$ cat src/uartrs_pkg.sv
package uartrs_pkg;

	// register indices; byte address is four times the index
	localparam logic [3:0] IDX_DATA      = 4'h0;
	localparam logic [3:0] IDX_IER       = 4'h1;
	localparam logic [3:0] IDX_IIR_FCR   = 4'h2;
	localparam logic [3:0] IDX_LCR       = 4'h3;
	localparam logic [3:0] IDX_MCR       = 4'h4;
	localparam logic [3:0] IDX_LSR       = 4'h5;
	localparam logic [3:0] IDX_MSR       = 4'h6;
	localparam logic [3:0] IDX_SPR       = 4'h7;
	localparam logic [3:0] IDX_TX_FIFO_FILL_REG     = 4'h8;
	localparam logic [3:0] IDX_RX_FIFO_FILL_REG     = 4'h9;
	localparam logic [3:0] IDX_GPIO_DIR  = 4'hA;
	localparam logic [3:0] IDX_GPIO_ST   = 4'hB;
	localparam logic [3:0] IDX_GPIO_IRQ  = 4'hC;
	localparam logic [3:0] IDX_GPIO_CTL  = 4'hE;
	localparam logic [3:0] IDX_EXTRA     = 4'hF;

	// field positions and codes
	localparam int         LCR_DL_BIT    = 7;
	localparam int         MCR_PRESC_BIT = 7;
	localparam int         MCR_TCR_BIT   = 2;
	localparam int         EFR_ENH_BIT   = 4;
	localparam logic [7:0] LCR_SPECIAL   = 8'hBF;

	localparam logic [7:0] RST_BYTE      = 8'h00;
	localparam logic       GPIO_PRESENT  = 1'b1;
	localparam logic [1:0] RESP_OKAY     = 2'h0;
	localparam logic [1:0] RESP_SLVERR   = 2'h2;

	// divisors for a 3.072 MHz reference, 16x sampling
	localparam logic [15:0] DIV_9600     = 16'h0014;
	localparam logic [15:0] DIV_19200    = 16'h000A;
	localparam logic [15:0] DIV_38400    = 16'h0005;

	typedef enum logic [4:0] {
		SL_IER      = 5'h00,
		SL_LCR      = 5'h01,
		SL_MCR      = 5'h02,
		SL_SPR      = 5'h03,
		SL_TCR      = 5'h04,
		SL_TLR      = 5'h05,
		SL_GPIO_DIR = 5'h06,
		SL_GPIO_IRQ = 5'h07,
		SL_GPIO_CTL = 5'h08,
		SL_EXTRA    = 5'h09,
		SL_DIV_LO   = 5'h0A,
		SL_DIV_HI   = 5'h0B,
		SL_EFR      = 5'h0C,
		SL_RES1     = 5'h0D,
		SL_RES2     = 5'h0E,
		SL_PAU1     = 5'h0F,
		SL_PAU2     = 5'h10
	} uartrs_slot_t;

	localparam int NUM_SLOTS = 17;

	typedef enum logic [3:0] {
		K_NONE   = 4'h0,
		K_STORE  = 4'h1,
		K_RHR    = 4'h2,
		K_THR    = 4'h3,
		K_IIR    = 4'h4,
		K_FCR    = 4'h5,
		K_LSR    = 4'h6,
		K_MSR    = 4'h7,
		K_TX_FIFO_FILL_REG  = 4'h8,
		K_RX_FIFO_FILL_REG  = 4'h9,
		K_GPIO   = 4'hA
	} uartrs_kind_t;

	typedef struct packed {
		uartrs_kind_t kind;
		uartrs_slot_t slot;
	} uartrs_sel_t;

	typedef struct packed {
		logic [7:0] rx_holding;
		logic [7:0] irq_ident;
		logic [7:0] line_status;
		logic [7:0] modem_status;
		logic [7:0] tx_fill;
		logic [7:0] rx_fill;
	} uartrs_stat_t;

	typedef struct packed {
		logic [7:0]  irq_enable;
		logic [7:0]  line_control;
		logic [7:0]  modem_control;
		logic [7:0]  scratch;
		logic [7:0]  flow_halt_resume;
		logic [7:0]  trigger_level;
		logic [7:0]  gpio_direction;
		logic [7:0]  gpio_irq_enable;
		logic [7:0]  gpio_control;
		logic [7:0]  extra_features;
		logic [15:0] divisor;
		logic [7:0]  enhanced_feature;
		logic [7:0]  resume_char_one;
		logic [7:0]  resume_char_two;
		logic [7:0]  pause_char_one;
		logic [7:0]  pause_char_two;
	} uartrs_cfg_t;

endpackage

$ cat src/uartrs_byte_reg.sv
`timescale 1ns/1ps
module uartrs_byte_reg #(
	parameter logic [7:0] RESET_VAL = uartrs_pkg::RST_BYTE
) (
	input  wire logic       clk_sys,
	input  wire logic       reset_n,
	input  wire logic       wr_en,
	input  wire logic [7:0] wr_data,
	output logic      [7:0] value_reg
);
	always_ff @(posedge clk_sys or negedge reset_n) begin
		if (!reset_n) begin
			value_reg <= RESET_VAL;
		end else if (wr_en) begin
			value_reg <= wr_data;
		end
	end
endmodule

$ cat src/uartrs_regsel.sv
// Design decisions made here: register access over AXI4-Lite and the placing of the registers.
`timescale 1ns/1ps
// Summary of operation
// RULE_01: data index reads receive holding byte, writes transmit holding byte, separate storage.
// RULE_02: index two reads interrupt identification, writes go to FIFO control.
// RULE_03: interrupt enable and line control are read/write, reads return last write.
// RULE_04: line status, modem status, both FIFO fill levels are read only.
// RULE_05: GPIO pin state is read only, present only on GPIO variants.
// RULE_06: scratch, GPIO direction/irq/control, extra features are read/write.
// RULE_07: prescaler bit of modem control writable only while enhanced bit set.
// RULE_08: halt/resume and trigger level reachable only with enhanced bit and modem bit 2.
// RULE_09: divisor bytes reachable only while line control bit 7 is one.
// RULE_10: enhanced feature and flow characters reachable only while line control is BF.
// RULE_11: host programs divisor 20, 10, 5 for 9600, 19200, 38400 at 3.072 MHz.
// RULE_12: enhanced feature bit 4 unlocks the extended registers.
// RULE_13: low divisor byte is LSB, high divisor byte MSB, of 16-bit divisor.
// RULE_14: writes to read-only or locked registers are ignored, no state changes.
module uartrs_regsel (
	input  wire logic                    clk_sys,
	input  wire logic                    reset_n,
	input  wire logic [7:0]              s_axi_awaddr,
	input  wire logic                    s_axi_awvalid,
	output logic                         s_axi_awready,
	input  wire logic [31:0]             s_axi_wdata,
	input  wire logic [3:0]              s_axi_wstrb,
	input  wire logic                    s_axi_wvalid,
	output logic                         s_axi_wready,
	output logic [1:0]                   s_axi_bresp,
	output logic                         s_axi_bvalid,
	input  wire logic                    s_axi_bready,
	input  wire logic [7:0]              s_axi_araddr,
	input  wire logic                    s_axi_arvalid,
	output logic                         s_axi_arready,
	output logic [31:0]                  s_axi_rdata,
	output logic [1:0]                   s_axi_rresp,
	output logic                         s_axi_rvalid,
	input  wire logic                    s_axi_rready,
	input  wire uartrs_pkg::uartrs_stat_t uart_status,
	input  wire logic [7:0]              gpio_pins,
	output uartrs_pkg::uartrs_cfg_t      uart_config,
	output logic [7:0]                   tx_data_reg,
	output logic                         tx_load_reg,
	output logic [7:0]                   fifo_ctrl_data_reg,
	output logic                         fifo_ctrl_load_reg,
	output logic                         rx_pop_reg,
	output logic                         irq_ident_read_reg
);
	logic [7:0]  store_q [uartrs_pkg::NUM_SLOTS];
	logic [7:0]  aw_addr_reg;
	logic [7:0]  wdata_reg;
	logic        wstrb0_reg;
	logic [7:0]  gpio_meta_reg;
	logic [7:0]  gpio_sync_reg;
	logic        wr_do;
	logic        wr_unmapped;
	logic        rd_take;
	logic        rd_unmapped;
	logic        lcr_dl;
	logic        lcr_bf;
	logic        enh_on;
	logic        tcr_on;
	logic [7:0]  mcr_wr_val;
	logic [7:0]  slot_wdata;
	logic [7:0]  rd_byte;
	uartrs_pkg::uartrs_sel_t wr_sel;
	uartrs_pkg::uartrs_sel_t rd_sel;

	// register selection from index and gating bits
	function automatic uartrs_pkg::uartrs_sel_t sel_of(input logic [3:0] idx, input logic wr,
		input logic dl, input logic bf, input logic tcr_en);
		uartrs_pkg::uartrs_sel_t s;
		s.kind = uartrs_pkg::K_NONE;
		s.slot = uartrs_pkg::SL_IER;
		case (idx)
			uartrs_pkg::IDX_DATA: begin
				// RULE_09 divisor gate
				if (dl) begin
					s = '{uartrs_pkg::K_STORE, uartrs_pkg::SL_DIV_LO};
				end else begin
					// RULE_01 shared data index
					s.kind = wr ? uartrs_pkg::K_THR : uartrs_pkg::K_RHR;
				end
			end
			uartrs_pkg::IDX_IER: begin
				// RULE_03 read/write store
				s = '{uartrs_pkg::K_STORE, dl ? uartrs_pkg::SL_DIV_HI : uartrs_pkg::SL_IER};
			end
			uartrs_pkg::IDX_IIR_FCR: begin
				// RULE_10 special set
				if (bf) begin
					s = '{uartrs_pkg::K_STORE, uartrs_pkg::SL_EFR};
				end else begin
					// RULE_02 split read/write
					s.kind = wr ? uartrs_pkg::K_FCR : uartrs_pkg::K_IIR;
				end
			end
			uartrs_pkg::IDX_LCR: s = '{uartrs_pkg::K_STORE, uartrs_pkg::SL_LCR};
			uartrs_pkg::IDX_MCR: s = '{uartrs_pkg::K_STORE, bf ? uartrs_pkg::SL_RES1 : uartrs_pkg::SL_MCR};
			uartrs_pkg::IDX_LSR: begin
				if (bf) begin
					s = '{uartrs_pkg::K_STORE, uartrs_pkg::SL_RES2};
				end else if (!wr) begin
					s.kind = uartrs_pkg::K_LSR;
				end
			end
			uartrs_pkg::IDX_MSR: begin
				// RULE_08 halt/resume gate
				if (bf) begin
					s = '{uartrs_pkg::K_STORE, uartrs_pkg::SL_PAU1};
				end else if (tcr_en) begin
					s = '{uartrs_pkg::K_STORE, uartrs_pkg::SL_TCR};
				end else if (!wr) begin
					s.kind = uartrs_pkg::K_MSR;
				end
			end
			uartrs_pkg::IDX_SPR: begin
				if (bf) begin
					s = '{uartrs_pkg::K_STORE, uartrs_pkg::SL_PAU2};
				end else begin
					s = '{uartrs_pkg::K_STORE, tcr_en ? uartrs_pkg::SL_TLR : uartrs_pkg::SL_SPR};
				end
			end
			// RULE_04 read-only levels
			uartrs_pkg::IDX_TX_FIFO_FILL_REG: s.kind = wr ? uartrs_pkg::K_NONE : uartrs_pkg::K_TX_FIFO_FILL_REG;
			uartrs_pkg::IDX_RX_FIFO_FILL_REG: s.kind = wr ? uartrs_pkg::K_NONE : uartrs_pkg::K_RX_FIFO_FILL_REG;
			// RULE_06 gpio stores
			uartrs_pkg::IDX_GPIO_DIR: begin
				if (uartrs_pkg::GPIO_PRESENT) begin
					s = '{uartrs_pkg::K_STORE, uartrs_pkg::SL_GPIO_DIR};
				end
			end
			// RULE_05 pin state read only
			uartrs_pkg::IDX_GPIO_ST: begin
				if (uartrs_pkg::GPIO_PRESENT && !wr) begin
					s.kind = uartrs_pkg::K_GPIO;
				end
			end
			uartrs_pkg::IDX_GPIO_IRQ: begin
				if (uartrs_pkg::GPIO_PRESENT) begin
					s = '{uartrs_pkg::K_STORE, uartrs_pkg::SL_GPIO_IRQ};
				end
			end
			uartrs_pkg::IDX_GPIO_CTL: begin
				if (uartrs_pkg::GPIO_PRESENT) begin
					s = '{uartrs_pkg::K_STORE, uartrs_pkg::SL_GPIO_CTL};
				end
			end
			uartrs_pkg::IDX_EXTRA: s = '{uartrs_pkg::K_STORE, uartrs_pkg::SL_EXTRA};
			default: s.kind = uartrs_pkg::K_NONE;
		endcase
		return s;
	endfunction

	// gating bits
	assign lcr_dl = store_q[uartrs_pkg::SL_LCR][uartrs_pkg::LCR_DL_BIT];
	// RULE_10 whole-byte match
	assign lcr_bf = (store_q[uartrs_pkg::SL_LCR] == uartrs_pkg::LCR_SPECIAL);
	// RULE_12 enhanced unlock
	assign enh_on = store_q[uartrs_pkg::SL_EFR][uartrs_pkg::EFR_ENH_BIT];
	// RULE_08 both enables
	assign tcr_on = enh_on && store_q[uartrs_pkg::SL_MCR][uartrs_pkg::MCR_TCR_BIT];

	// write channel: both halves held until the response is accepted
	assign wr_do       = !s_axi_awready && !s_axi_wready && !s_axi_bvalid;
	assign wr_unmapped = (aw_addr_reg[7:6] != 2'h0);
	assign wr_sel      = sel_of(aw_addr_reg[5:2], 1'b1, lcr_dl, lcr_bf, tcr_on);

	// RULE_07 prescaler bit locked
	assign mcr_wr_val = enh_on ? wdata_reg
		: {store_q[uartrs_pkg::SL_MCR][uartrs_pkg::MCR_PRESC_BIT], wdata_reg[6:0]};
	assign slot_wdata = (wr_sel.slot == uartrs_pkg::SL_MCR) ? mcr_wr_val : wdata_reg;

	genvar gi;
	generate
		for (gi = 0; gi < uartrs_pkg::NUM_SLOTS; gi++) begin : g_slot
			logic slot_we;
			// RULE_14 only mapped store writes
			assign slot_we = wr_do && wstrb0_reg && !wr_unmapped
				&& (wr_sel.kind == uartrs_pkg::K_STORE) && (wr_sel.slot == uartrs_pkg::uartrs_slot_t'(gi));
			uartrs_byte_reg #(
				.RESET_VAL(uartrs_pkg::RST_BYTE)
			) u_byte (
				.clk_sys  (clk_sys),
				.reset_n  (reset_n),
				.wr_en    (slot_we),
				.wr_data  (slot_wdata),
				.value_reg(store_q[gi])
			);
		end
	endgenerate

	always_ff @(posedge clk_sys or negedge reset_n) begin
		if (!reset_n) begin
			s_axi_awready <= 1'b1;
			s_axi_wready  <= 1'b1;
			s_axi_bvalid  <= 1'b0;
			s_axi_bresp   <= uartrs_pkg::RESP_OKAY;
			aw_addr_reg   <= 8'h00;
			wdata_reg     <= 8'h00;
			wstrb0_reg    <= 1'b0;
		end else begin
			if (s_axi_awvalid && s_axi_awready) begin
				s_axi_awready <= 1'b0;
				aw_addr_reg   <= s_axi_awaddr;
			end
			if (s_axi_wvalid && s_axi_wready) begin
				s_axi_wready <= 1'b0;
				wdata_reg    <= s_axi_wdata[7:0];
				wstrb0_reg   <= s_axi_wstrb[0];
			end
			if (wr_do) begin
				s_axi_bvalid <= 1'b1;
				s_axi_bresp  <= wr_unmapped ? uartrs_pkg::RESP_SLVERR : uartrs_pkg::RESP_OKAY;
			end
			if (s_axi_bvalid && s_axi_bready) begin
				s_axi_bvalid  <= 1'b0;
				s_axi_awready <= 1'b1;
				s_axi_wready  <= 1'b1;
			end
		end
	end

	// transmit and fifo-control strobes, one cycle each
	always_ff @(posedge clk_sys or negedge reset_n) begin
		if (!reset_n) begin
			tx_load_reg        <= 1'b0;
			tx_data_reg        <= 8'h00;
			fifo_ctrl_load_reg <= 1'b0;
			fifo_ctrl_data_reg <= 8'h00;
		end else begin
			// RULE_01 transmit load
			tx_load_reg        <= wr_do && wstrb0_reg && !wr_unmapped && (wr_sel.kind == uartrs_pkg::K_THR);
			// RULE_02 fifo control load
			fifo_ctrl_load_reg <= wr_do && wstrb0_reg && !wr_unmapped && (wr_sel.kind == uartrs_pkg::K_FCR);
			if (wr_do && wstrb0_reg && !wr_unmapped && wr_sel.kind == uartrs_pkg::K_THR) begin
				tx_data_reg <= wdata_reg;
			end
			if (wr_do && wstrb0_reg && !wr_unmapped && wr_sel.kind == uartrs_pkg::K_FCR) begin
				fifo_ctrl_data_reg <= wdata_reg;
			end
		end
	end

	// pins come from outside the clock domain
	always_ff @(posedge clk_sys or negedge reset_n) begin
		if (!reset_n) begin
			gpio_meta_reg <= 8'h00;
			gpio_sync_reg <= 8'h00;
		end else begin
			gpio_meta_reg <= gpio_pins;
			gpio_sync_reg <= gpio_meta_reg;
		end
	end

	// read channel: address decoded at the handshake, data one cycle later
	assign rd_take     = s_axi_arvalid && s_axi_arready;
	assign rd_unmapped = (s_axi_araddr[7:6] != 2'h0);
	assign rd_sel      = sel_of(s_axi_araddr[5:2], 1'b0, lcr_dl, lcr_bf, tcr_on);

	always_comb begin
		rd_byte = 8'h00;
		case (rd_sel.kind)
			uartrs_pkg::K_STORE: rd_byte = store_q[rd_sel.slot];
			uartrs_pkg::K_RHR:   rd_byte = uart_status.rx_holding;
			uartrs_pkg::K_IIR:   rd_byte = uart_status.irq_ident;
			uartrs_pkg::K_LSR:   rd_byte = uart_status.line_status;
			uartrs_pkg::K_MSR:   rd_byte = uart_status.modem_status;
			uartrs_pkg::K_TX_FIFO_FILL_REG: rd_byte = uart_status.tx_fill;
			uartrs_pkg::K_RX_FIFO_FILL_REG: rd_byte = uart_status.rx_fill;
			uartrs_pkg::K_GPIO:  rd_byte = gpio_sync_reg;
			default:             rd_byte = 8'h00;
		endcase
	end

	always_ff @(posedge clk_sys or negedge reset_n) begin
		if (!reset_n) begin
			s_axi_arready      <= 1'b1;
			s_axi_rvalid       <= 1'b0;
			s_axi_rdata        <= 32'h0000_0000;
			s_axi_rresp        <= uartrs_pkg::RESP_OKAY;
			rx_pop_reg         <= 1'b0;
			irq_ident_read_reg <= 1'b0;
		end else begin
			// RULE_01 receive byte consumed
			rx_pop_reg         <= rd_take && !rd_unmapped && (rd_sel.kind == uartrs_pkg::K_RHR);
			irq_ident_read_reg <= rd_take && !rd_unmapped && (rd_sel.kind == uartrs_pkg::K_IIR);
			if (rd_take) begin
				s_axi_arready <= 1'b0;
				s_axi_rvalid  <= 1'b1;
				s_axi_rdata   <= rd_unmapped ? 32'h0000_0000 : {24'h00_0000, rd_byte};
				s_axi_rresp   <= rd_unmapped ? uartrs_pkg::RESP_SLVERR : uartrs_pkg::RESP_OKAY;
			end else if (s_axi_rvalid && s_axi_rready) begin
				s_axi_rvalid  <= 1'b0;
				s_axi_arready <= 1'b1;
			end
		end
	end

	// RULE_13 divisor byte order
	assign uart_config = '{
		irq_enable:       store_q[uartrs_pkg::SL_IER],
		line_control:     store_q[uartrs_pkg::SL_LCR],
		modem_control:    store_q[uartrs_pkg::SL_MCR],
		scratch:          store_q[uartrs_pkg::SL_SPR],
		flow_halt_resume: store_q[uartrs_pkg::SL_TCR],
		trigger_level:    store_q[uartrs_pkg::SL_TLR],
		gpio_direction:   store_q[uartrs_pkg::SL_GPIO_DIR],
		gpio_irq_enable:  store_q[uartrs_pkg::SL_GPIO_IRQ],
		gpio_control:     store_q[uartrs_pkg::SL_GPIO_CTL],
		extra_features:   store_q[uartrs_pkg::SL_EXTRA],
		divisor:          {store_q[uartrs_pkg::SL_DIV_HI], store_q[uartrs_pkg::SL_DIV_LO]},
		enhanced_feature: store_q[uartrs_pkg::SL_EFR],
		resume_char_one:  store_q[uartrs_pkg::SL_RES1],
		resume_char_two:  store_q[uartrs_pkg::SL_RES2],
		pause_char_one:   store_q[uartrs_pkg::SL_PAU1],
		pause_char_two:   store_q[uartrs_pkg::SL_PAU2]
	};
endmodule

$ cat config.mk
export PLATFORM = sky130hd
export DESIGN_NAME = uartrs_regsel
export DESIGN_NICKNAME = d
export VERILOG_FILES = /design/src/uartrs_pkg.sv /design/src/uartrs_byte_reg.sv /design/src/uartrs_regsel.sv
export SDC_FILE = /design/constraint.sdc
export NUM_CORES = 1
export LEC_CHECK = 0
export BUFFER_PORTS_ARGS = -buffer_cell sky130_fd_sc_hd__buf_4
export CAP_MARGIN = 20
export CORE_MARGIN = 2
export CORE_UTILIZATION = 52
export CTS_CLUSTER_DIAMETER = 30
export DETAILED_ROUTE_END_ITERATION = 7
export PLACE_DENSITY = 0.81
export SLEW_MARGIN = 20
export SYNTH_ARGS = -nofsm -noshare
export SYNTH_HDL_FRONTEND = slang
export SYNTH_SLANG_ARGS = --single-unit
$ cat constraint.sdc
create_clock -name clk_sys -period 2.9 [get_ports clk_sys]
set_input_delay 0 -clock clk_sys [delete_from_list [all_inputs] [get_ports clk_sys]]
set_output_delay 0 -clock clk_sys [all_outputs]
set_load 0.03 [all_outputs]
==> results of run 1 <==
cell usage after synthesis (4+ instances only):
| cell | number | area share, % |
|---|---|---|
| inv_1 | 12 | 0.45 |
| nand3_1 | 9 | 0.45 |
| o21ai_0 | 22 | 1.1 |
| a222oi_1 | 9 | 0.90 |
| a22oi_1 | 21 | 1.6 |
| buf_4 | 29 | 2.2 |
| a31oi_1 | 4 | 0.25 |
| mux2_2 | 103 | 12 |
| nand2_1 | 57 | 2.1 |
| nor2_1 | 18 | 0.68 |
| a21oi_1 | 22 | 1.1 |
| nor2b_1 | 10 | 0.63 |
| a21o_1 | 8 | 0.60 |
| dfrtp_1 | 199 | 50 |
| mux2_1 | 67 | 7.6 |
| nand2b_1 | 11 | 0.69 |
| nor3_1 | 8 | 0.40 |
| and2_1 | 6 | 0.38 |
| mux2i_1 | 17 | 1.7 |
| and3_1 | 6 | 0.38 |
| clkbuf_1 | 31 | 1.2 |
| nor4_1 | 6 | 0.38 |
| nand2_2 | 5 | 0.31 |
| a221oi_1 | 7 | 0.62 |
| buf_2 | 11 | 0.55 |
| mux4_2 | 24 | 5.4 |
final cells by class:
class	count	area share, %
clock buffers	43	7.03
inverters	14	0.362
flip-flops and latches	202	34.8
multi-input cells	525	32.0
clock inverters	28	2.58
well taps	234	2.02
repair buffers	373	21.2
layer usage:
metal | share of wire (%) | wire length [um]
met1 | 39 | 13100
met2 | 49 | 16400
met3 | 9.4 | 3190
met4 | 3.1 | 1030
met5 | 0 | 0
stage by stage:
step	power, mW	utilization [%]	instances
global placement	7.04	65.3	1275
floorplan	5.72	-	816
finish	12.1	77.4	1419
CTS	12.0	76.5	1413
detailed placement	7.10	65.3	1275
global route	12.5	77.4	1419
what timing repair did:
item | in CTS | in global routing
setup endpoints to repair | 8 | 85
setup buffers | 4 | 4
endpoints found under the hold margin | 125 | 0
gates resized for setup | 3 | 17
gates cloned | 1 | 2
pin swaps | 2 | 5
hold buffers | 62 | 0
worst register-to-register path, cell delays in order, from the launching register on:
cell	delay, ns
dfrtp_1	0.38
nand4b_4	0.23
or2_4	0.28
buf_4	0.17
a221oi_4	0.27
o211a_4	0.29
clkbuf_16	0.18
buf_4	0.11
mux4_2	0.31
a22oi_1	0.22
a21o_1	0.20
a21oi_1	0.08
layout by cell type, fill, tap and decap left out, types with 4 or more instances in the layout:
| cell | instances |
|---|---|
| clkinvlp_4 | 6 |
| a21oi_1 | 21 |
| nand2_2 | 4 |
| nand2b_1 | 11 |
| a222oi_1 | 9 |
| nand3_1 | 9 |
| a221oi_1 | 5 |
| dlygate4sd3_1 | 62 |
| buf_4 | 301 |
| nor2_1 | 18 |
| conb_1 | 26 |
| dfrtp_1 | 199 |
| nand2_1 | 57 |
| nor2b_1 | 8 |
| mux2i_1 | 17 |
| bufinv_16 | 6 |
| a21o_1 | 8 |
| inv_1 | 12 |
| and2_1 | 6 |
| buf_12 | 5 |
| mux4_2 | 24 |
| mux2_1 | 67 |
| clkinv_2 | 5 |
| clkinv_4 | 6 |
| nor3_1 | 7 |
| clkbuf_16 | 41 |
| mux2_2 | 102 |
| a22oi_1 | 18 |
| and3_1 | 6 |
| clkbuf_8 | 4 |
| o21ai_0 | 22 |
logic make-up (layout without fill, tap and decap cells):
kind of cell	Yosys count	after routing
XOR/XNOR	2	2
flip-flops	202	202
adder cells (fa/ha/maj)	1	1
AND/OR/NAND/NOR	157	157
multiplexers	211	211
buffers and inverters	89	458
AO/OA/AOI/OAI	128	128
other	1	26
power by group:
part / switching [mW] / leakage, nW / internal [mW]
clock: 1.59 / 0.665 / 3.11
combinational: 1.88 / 3.99 / 1.45
sequential: 0.765 / 2.72 / 3.27
worst max-delay path by stage:
stage,end,cells past startpoint,startpoint
after CTS,s_axi_rdata[6]$_DFFE_PN0P_,10,g_slot[1].u_byte.value_reg[6]$_DFFE_PN0P_
final,s_axi_rdata[4]$_DFFE_PN0P_,11,g_slot[1].u_byte.value_reg[6]$_DFFE_PN0P_
after detailed placement,s_axi_rdata[6]$_DFFE_PN0P_,10,g_slot[1].u_byte.value_reg[6]$_DFFE_PN0P_
after global routing,s_axi_rdata[2]$_DFFE_PN0P_,11,g_slot[1].u_byte.value_reg[6]$_DFFE_PN0P_
after global placement,s_axi_rdata[6]$_DFFE_PN0P_,10,g_slot[1].u_byte.value_reg[6]$_DFFE_PN0P_
after floorplan,g_slot[12].u_byte.value_reg[7]$_DFFE_PN0P_,10,g_slot[1].u_byte.value_reg[1]$_DFFE_PN0P_
==> impl_metrics.tcl, run 1 <==
set metrics [dict create \
    r2r_cells 11 \
    dieArea_um2 20300 \
    critPathTopFamily "compound AO/OA/AOI/OAI gates" \
    fill_cells 1147 \
    use_met2_pct 52.9 \
    drive_gt1_share_pct 46.5 \
    slew_violations 0 \
    clk_latency_ns 0.53 \
    cts_tree "yes" \
    wire_per_inst_um 23.8 \
    crit_type "flop to flop" \
    grt-ovfl-total 0 \
    synth_edf_count 0 \
    hpwl_mm 21.7 \
    fin_area_um2 14500 \
    post_synth.cell_area_avg_um2 12.6 \
    setup_ws_ns 0.0283 \
    ir_worst_vdd_v 0.000746 \
    synthXorXnorAreaFrac_pct 0.176 \
    skew_ns 0.0313 \
    die_h_um 142 \
    drc 0 \
    cp_slowest_cell "dfrtp_1" \
    numCtsBuffers 39 \
    relSlewSlack_pct 29.8 \
    drt-initial-drc-count 705 \
    ios 312 \
    r2r_setup_slack_ns 0.03 \
    dp_worst_setup_slack_ns -0.131 \
    drt_wl_total_mm 33.7 \
    min_path_type "input port to flop" \
    fin_crit_ns 2.87 \
    nets 1270 \
    fmax_ghz 0.348 \
    port_buffers 254 \
    maxCapViolations 0 \
    ys_ff_latch 202 \
    status "completed" \
    power.leakage_nw 7.38 \
    grt_use_total_pct 32.5 \
    start_util_pct 53.1 \
    yosys_warnings 0 \
    power_density_nw_per_um2 831 \
    crit_chain "nand4b_4, or2_4, buf_4, a221oi_4, o211a_4, clkbuf_16, buf_4, mux4_2, a22oi_1, a21o_1, a21oi_1" \
    tightestPinTransition_ns 1.04 \
    synth_top_family_by_area "multiplexers" \
    critPathLaunchType "flop" \
    synthMuxAreaShare_pct 26.3 \
    synth_cells 791 \
    yosys.area_share.simple_pct 8.34 \
    ys_seq_area_share_pct 50.8 \
    synth-compound-area-share_pct 9.45 \
    crit_path_max_incr_delay_ns 0.38 \
    finalCritPeriodShare_pct 99.0 \
    final-setup-viol-count 0 \
    grt_pass1_wl_mm 49.8 \
    grt-busiest-layer "met2" \
    end_kind "flop" \
    path_clk_slew_ns 0.06 \
    core_um2 18800 \
    ys_types 70 \
    die_w_um 142 \
    synth_ff_type "dfrtp_1" \
    vias 8440 \
    rows 50 \
    worstReg2RegStart "g_slot[1].u_byte.value_reg[6]$_DFFE_PN0P_" \
    globalplace.congestion 0.888 \
    fin_tns_setup_ns 0 \
    hold_start "uart_status[42]" \
    async_flop_share_pct 100 \
    cp_max_fo 7 \
    grt_max_degree 92 \
    cts_sinks 202 \
    htreeDepth 2 \
    worstPathArrival_ns 3.25 \
    hold_depth 5 \
    dpl-instance-area_um2 12300 \
    hold_slack_ns 0.00870 \
    path_buf_inv 3 \
    dr.pass1.iters 5 \
    antenna_cells 0 \
    drtAntennaViolNets 0 \
    cts_buffer_depth 3 \
    cts-root-buf "clkbuf_16" \
    multiInputGateArea_um2 4640 \
    r2r_end "s_axi_rdata[4]$_DFFE_PN0P_" \
    whs_endpoint "s_axi_rdata[2]$_DFFE_PN0P_" \
    largest_reg_flops 136 \
    regArea_um2 5060 \
    grt_pass1_vias 8583 \
    met1_usage_pct 42.9 \
    cp.required_ns 3.28 \
    antenna_found_initial 0 \
    syn_to_final_growth_pct 45.8 \
    synth_fa_ha_area_share_pct 0.100 \
    routed_via_density 5.95 \
    hold_violations 0 \
    path_common_cell "buf_4" \
    synth_area_um2 9970 \
    use_met3_pct 7.67 \
]
Note: power is estimated with default switching activity, not from simulation.
==> run 2, diff against run 1 <==
--- a/config.mk
+++ b/config.mk
@@ -5,13 +5,13 @@
 export SDC_FILE = /design/constraint.sdc
 export NUM_CORES = 1
 export LEC_CHECK = 0
-export BUFFER_PORTS_ARGS = -buffer_cell sky130_fd_sc_hd__buf_4
 export CAP_MARGIN = 20
-export CORE_MARGIN = 2
-export CORE_UTILIZATION = 52
+export CORE_MARGIN = 1
+export CORE_UTILIZATION = 60
 export CTS_CLUSTER_DIAMETER = 30
 export DETAILED_ROUTE_END_ITERATION = 7
-export PLACE_DENSITY = 0.81
+export DONT_BUFFER_PORTS = 1
+export PLACE_DENSITY = 0.85
 export SLEW_MARGIN = 20
 export SYNTH_ARGS = -nofsm -noshare
 export SYNTH_HDL_FRONTEND = slang
==> run 2 against run 1 <==
Against the previous run:
- the run now ends with negative hold slack, negative setup slack left
- clock skew grew 0.0025 ns
- global-route usage grew 4.2 points
- fmax shrank 1.2%
- count of clock-buffer cells in the layout increased by 7
- critical path depth shrank 1
- via count shrank 12%
- non-clock buffer count down 240
- critical endpoint is now s_axi_rdata[2]$_DFFE_PN0P_
- largest cell class unchanged
==> impl_metrics.tcl, run 2 (synthesis gave the netlist of run 1 again) <==
set metrics [dict create \
    mostFrequentLayoutCells "dfrtp_1 (199), mux2_2 (102), mux2_1 (67), dlygate4sd3_1 (67), nand2_1 (56)" \
    slew_violations 0 \
    cts-root-buf "clkbuf_16" \
    fill_cells 901 \
    pwr-share-comb_pct 18.5 \
    skew_ns 0.0339 \
    power_density_nw_per_um2 892 \
    wire_per_inst_um 26.8 \
    numCtsBuffers 40 \
    switchingPower_mw 3.99 \
    crit_path_end "s_axi_rdata[2]$_DFFE_PN0P_" \
    path_clk_slew_ns 0.05 \
    core_um2 16100 \
    grt_max_degree 203 \
    ir_worst_vdd_v 0.000754 \
    ios 312 \
    r2r_end "s_axi_rdata[2]$_DFFE_PN0P_" \
    r2r_setup_slack_ns -0.007 \
    switching_share_pct 35.0 \
    worstReg2RegStart "g_slot[1].u_byte.value_reg[6]$_DFFE_PN0P_" \
    r2r_cells 10 \
    cts_buffer_depth 3 \
    drtAntennaViolNets 0 \
    port_buffers 0 \
    min_path_type "input port to async pin" \
    cp_max_fo 10 \
    relSlewSlack_pct 32.4 \
    globalplace.congestion 0.957 \
    internal_power_mw 7.40 \
    pwr-share-clk_pct 40.8 \
    fin_crit_ns 2.91 \
    antenna_found_initial 0 \
    worstPathArrival_ns 3.29 \
    routed_via_density 6.38 \
    critPathLaunchType "flop" \
    status "complete, but fails checks" \
    violations "negative hold slack, negative setup slack" \
    regArea_um2 5060 \
    pwr-share-seq_pct 40.7 \
    end_kind "flop" \
    hold_violations 202 \
    critPathTopFamily "buffers and inverters" \
    grt_pass1_vias 7578 \
    dr.pass1.iters 5 \
    rows 46 \
    crit_type "flop to flop" \
    fmax_ghz 0.344 \
    hold_buffers 67 \
    finalCritPeriodShare_pct 100 \
    setup_ws_ns -0.00692 \
    htreeDepth 2 \
    final-setup-viol-count 1 \
    cts_sinks 202 \
    final_common_cell "dfrtp_1" \
    dieArea_um2 17100 \
    p_total_mw 11.4 \
    cp.required_ns 3.28 \
    drive_gt1_share_pct 32.6 \
    vias 7421 \
    maxCapViolations 0 \
    hpwl_mm 20.9 \
    grt_use_total_pct 36.7 \
    nets 1031 \
    tightestPinTransition_ns 1.01 \
    start_util_pct 62.1 \
    clk_latency_ns 0.53 \
    die_w_um 131 \
    grt-ovfl-total 0 \
    crit_path_max_incr_delay_ns 0.59 \
    rsz0062_at_grt "yes" \
    syn_to_final_growth_pct 28.1 \
    drc 0 \
    crit_path_start "g_slot[1].u_byte.value_reg[6]$_DFFE_PN0P_" \
    drt_wl_total_mm 31.2 \
    cp_slowest_cell "dlygate4sd3_1" \
    power.leakage_nw 6.15 \
    cts_tree "yes" \
    drt-initial-drc-count 602 \
    crit_chain "nand4b_4, buf_4, nor2_1, buf_6, nor4_4, a222oi_1, dlygate4sd3_1, nand2_1, a22o_1, a31o_2" \
    grt_pass1_wl_mm 45.5 \
    die_h_um 131 \
    hold_slack_ns -0.809 \
    multiInputGateArea_um2 4670 \
    largest_reg_flops 136 \
    fin_tns_setup_ns -0.00692 \
    cp.depth 10 \
    path_buf_inv 3 \
]
-- run 2: through the flow --
stage	worst slack [ns]	area, um^2	hold slack, ns	std cells	util [%]
final	-0.00692	12800	-0.809	1164	79.5
after detailed placement	-0.0499	10400	-0.289	1012	65.0
after floorplan	0.0523	10100	-0.296	816	-
after global placement	-0.0122	10400	-0.290	1012	65.0
after CTS	0.00911	12600	-0.828	1154	78.2
after global routing	-0.0510	12800	-0.830	1163	79.5
-- run 2: repair_timing --
item	in CTS	in global routing
setup endpoints to repair	11	107
buffers inserted	2	8
gates cloned	0	1
hold endpoints to repair	241	202
pin swaps	2	7
gates resized for setup	4	25
-- run 2: layout make-up --
cell class              count  share of cell area [%]
diodes                      1                  0.0196
flip-flops and latches    202                    39.6
well taps                 216                    2.12
repair buffers            133                    10.4
clock inverters            23                    2.01
clock buffers              50                    8.85
inverters                  14                   0.412
multi-input cells         525                    36.6
-- run 2: per-layer routing --
metal	up-vias	track usage [%]	wire length [um]
met5	-	0	0
met1	3799	44.7	11500
met3	71	12.8	3450
met2	414	60.3	15300
met4	0	13.6	949
li1	3137	-	-
-- run 2: how the worst min path moves through the flow --
stage / startpoint / endpoint / slack (ns)
after CTS: reset_n / tx_data_reg[2]$_DFFE_PN0P_ / -0.83
after detailed placement: reset_n / gpio_sync_reg[6]$_DFF_PN0_ / -0.29
final: reset_n / gpio_sync_reg[6]$_DFF_PN0_ / -0.81
after global placement: reset_n / gpio_meta_reg[6]$_DFF_PN0_ / -0.29
after global routing: reset_n / g_slot[2].u_byte.value_reg[1]$_DFFE_PN0P_ / -0.83
after floorplan: reset_n / aw_addr_reg[2]$_DFFE_PN0P_ / -0.30
-- run 2: power by group through the flow --
stage / clock network, mW / logic (mW) / registers, mW
global route: 4.85 / 2.25 / 4.70
floorplan: 0 / 1.47 / 4.25
CTS: 4.68 / 1.98 / 4.62
detailed placement: 0 / 1.86 / 4.65
global placement: 0 / 1.80 / 4.61
finish: 4.64 / 2.11 / 4.64
==> run 3, diff against run 2 <==
--- a/config.mk
+++ b/config.mk
@@ -11,8 +11,10 @@
 export CTS_CLUSTER_DIAMETER = 30
 export DETAILED_ROUTE_END_ITERATION = 7
 export DONT_BUFFER_PORTS = 1
+export GPL_ROUTABILITY_DRIVEN = 0
 export PLACE_DENSITY = 0.85
 export SLEW_MARGIN = 20
 export SYNTH_ARGS = -nofsm -noshare
 export SYNTH_HDL_FRONTEND = slang
+export SYNTH_HIERARCHICAL = 1
 export SYNTH_SLANG_ARGS = --single-unit
==> run 3 against run 2 <==
Against the previous run:
- the flow finishes with violations (design-rule violations, negative hold slack, negative setup slack)
- die area increased by 5.4%
- fmax decreased by 7.2%
- via count grew 3.6%
- clock power increased by 6.0%
- clock skew is 0.019 ns lower
- sequential cell count stayed put
- worst setup slack got worse by 0.23 ns
- combinational power is 8% higher
- hold slack improved by 0.0061 ns
- global-route usage fell by 1.9 points
==> impl_metrics.tcl, run 3 <==
set metrics [dict create \
    status "complete, but fails checks" \
    violations "design-rule violations, negative hold slack, negative setup slack" \
    grt_pass1_vias 7878 \
    drive_gt1_share_pct 40.1 \
    min_path_type "input port to async pin" \
    dpl-instance-area_um2 10900 \
    synth_area_um2 10500 \
    start_util_pct 61.2 \
    synth_top_area_share_pct 47.4 \
    nets 1047 \
    fmax_ghz 0.319 \
    drc 1 \
    path_clk_slew_ns 0.05 \
    mostFrequentLayoutCells "dfrtp_1 (191), mux2_4 (139), nand2_1 (68), buf_4 (63), dlygate4sd3_1 (54)" \
    crit_path_max_incr_delay_ns 0.43 \
    syn_to_final_growth_pct 25.9 \
    ys_ff_latch 202 \
    yosys_warnings 6 \
    cts-root-buf "clkbuf_16" \
    skew_ns 0.0151 \
    fin_crit_ns 3.13 \
    path_common_cell "buf_4" \
    grt_max_degree 203 \
    cp_max_fo 8 \
    antenna_found_initial 0 \
    largest_reg_flops 136 \
    drt_wl_total_mm 32.5 \
    dp_worst_setup_slack_ns -0.124 \
    slew_violations 0 \
    grt_use_total_pct 34.8 \
    synth.most_common_cell "dfrtp_1" \
    wire_per_inst_um 27.3 \
    ios 312 \
    cp_slowest_cell "or3_1" \
    drtAntennaViolNets 0 \
    die_w_um 134 \
    rsz0062_at_grt "yes" \
    fin_util_pct 77.1 \
    setup_ws_ns -0.232 \
    dp.cells 1051 \
    vias 7685 \
    final_cells 1189 \
    die_h_um 134 \
    regArea_um2 5070 \
    async_flop_share_pct 100 \
    grt-ovfl-total 0 \
    port_buffers 0 \
    drt-initial-drc-count 782 \
    synth_ff_type "dfrtp_1" \
    cp.required_ns 3.29 \
    finalCritPeriodShare_pct 108 \
    synth.largest_area_cell "dfrtp_1" \
    fin_area_um2 13200 \
    crit_type "flop to flop" \
    final-setup-viol-count 117 \
    grt_pass1_wl_mm 47.2 \
    ir_worst_vdd_v 0.000987 \
    path_buf_inv 4 \
    crit_chain "nand4b_4, buf_4, nor2_1, buf_4, a221oi_1, o32a_1, buf_4, or3_1, nor2_1, buf_4, mux2_4" \
    multiInputGateArea_um2 5170 \
    synth_common_cells "dfrtp_1 (199), mux2_4 (136), nand2_1 (71), mux2i_1 (55), mux2_2 (45)" \
    core_um2 17200 \
    critPathLaunchType "flop" \
    power.leakage_nw 6.09 \
    post_synth.cell_area_avg_um2 13.1 \
    tightestPinTransition_ns 1.19 \
    cts_sinks 202 \
    power_density_nw_per_um2 899 \
    numCtsBuffers 41 \
    ys_seq_area_share_pct 48.1 \
    antenna_cells 0 \
    maxCapViolations 0 \
    relSlewSlack_pct 20.1 \
    dieArea_um2 18100 \
    htreeDepth 2 \
    ys_types 64 \
    synth_edf_count 0 \
    cts_tree "yes" \
    ys_top_cells_by_area "dfrtp_1 (47%), mux2_4 (19%), mux2i_1 (5.2%)" \
    worstPathArrival_ns 3.52 \
    synth_cells 804 \
    rows 48 \
    routed_via_density 6.46 \
    fill_cells 965 \
    hpwl_mm 19.5 \
    clk_latency_ns 0.52 \
    end_kind "flop" \
    hold_slack_ns -0.803 \
    final_common_cell "dfrtp_1" \
    hold_buffers 54 \
    cts_buffer_depth 3 \
    dr.pass1.iters 8 \
    hold_violations 202 \
    critPathTopFamily "simple AND/OR/NAND/NOR gates" \
]
==> run 3: cell types whose count changed after synthesis, sizes merged, moves of 11 or more <==
cell and change:
clkbuf -23, mux2i +38, a21oi -11, buf +20, mux2 +13, mux4 -18
==> run 3: kinds of logic after synthesis <==
family	after synthesis	share of synthesized area, %
and+or+nand+nor	161	7.39
other	1	0.0357
AOI/OAI and AO/OA	112	7.65
adders and majority gates	1	0.0952
DFF	202	48.1
muxes	244	31.0
buffers and inverters	83	5.71
==> run 3: layout make-up <==
cell class | instances | area share, %
tap | 225 | 2.13
timing repair buffer | 131 | 9.30
clock buffer | 53 | 8.47
multi-input combinational | 545 | 39.1
clock inverter | 22 | 2.43
inverter | 11 | 0.312
sequential | 202 | 38.3
==> run 3: worst paths after layout <==
kind,startpoint,to,slack [ns],cells past startpoint
worst max register to register,g_slot[1].u_byte/value_reg[6]$_DFFE_PN0P_,g_slot[7].u_byte/value_reg[5]$_DFFE_PN0P_,-0.23,11
max in group asynchronous,reset_n,g_slot[1].u_byte/value_reg[0]$_DFFE_PN0P_,3.22,0
worst min register to register,gpio_meta_reg[1]$_DFF_PN0_,gpio_sync_reg[1]$_DFF_PN0_,0.34,0
min in group clk_sys,s_axi_araddr[3],s_axi_rdata[6]$_DFFE_PN0P_,0.01,4
worst min-delay path,reset_n,irq_ident_read_reg$_DFF_PN0_,-0.80,0
worst max-delay path,g_slot[1].u_byte/value_reg[6]$_DFFE_PN0P_,g_slot[7].u_byte/value_reg[5]$_DFFE_PN0P_,-0.23,11
==> run 3: timing repair <==
item / 4_1_cts / 5_1_grt
pin swaps: 3 / 10
setup buffers: 4 / 3
cloned: 3 / 1
hold endpoints to repair: 241 / 202
endpoints found under the setup margin: 70 / 137
resized for setup: 20 / 33
==> run 3: power breakdown <==
part / switching (mW) / internal [mW]
Clock: 1.56 / 3.36
Sequential: 1.45 / 3.25
Combinational: 1.13 / 1.15
Total: 4.14 / 7.76
==> run 3: metrics by stage <==
stage | TNS (ns) | total power [mW]
after global placement | -0.211 | 6.51
final | -11.63 | 11.9
after global routing | -17.35 | 12.3
after CTS | -0.0451 | 11.7
after detailed placement | -1.86 | 6.60
after floorplan | 0 | 5.76
==> run 3: routing by layer <==
metal	global-route usage, %	share of wire (%)	up-vias
li1	-	-	3136
met1	43.6	38	3899
met2	55.5	47	538
met3	10.8	11	112
met4	15.6	3.9	0
met5	0	0	-
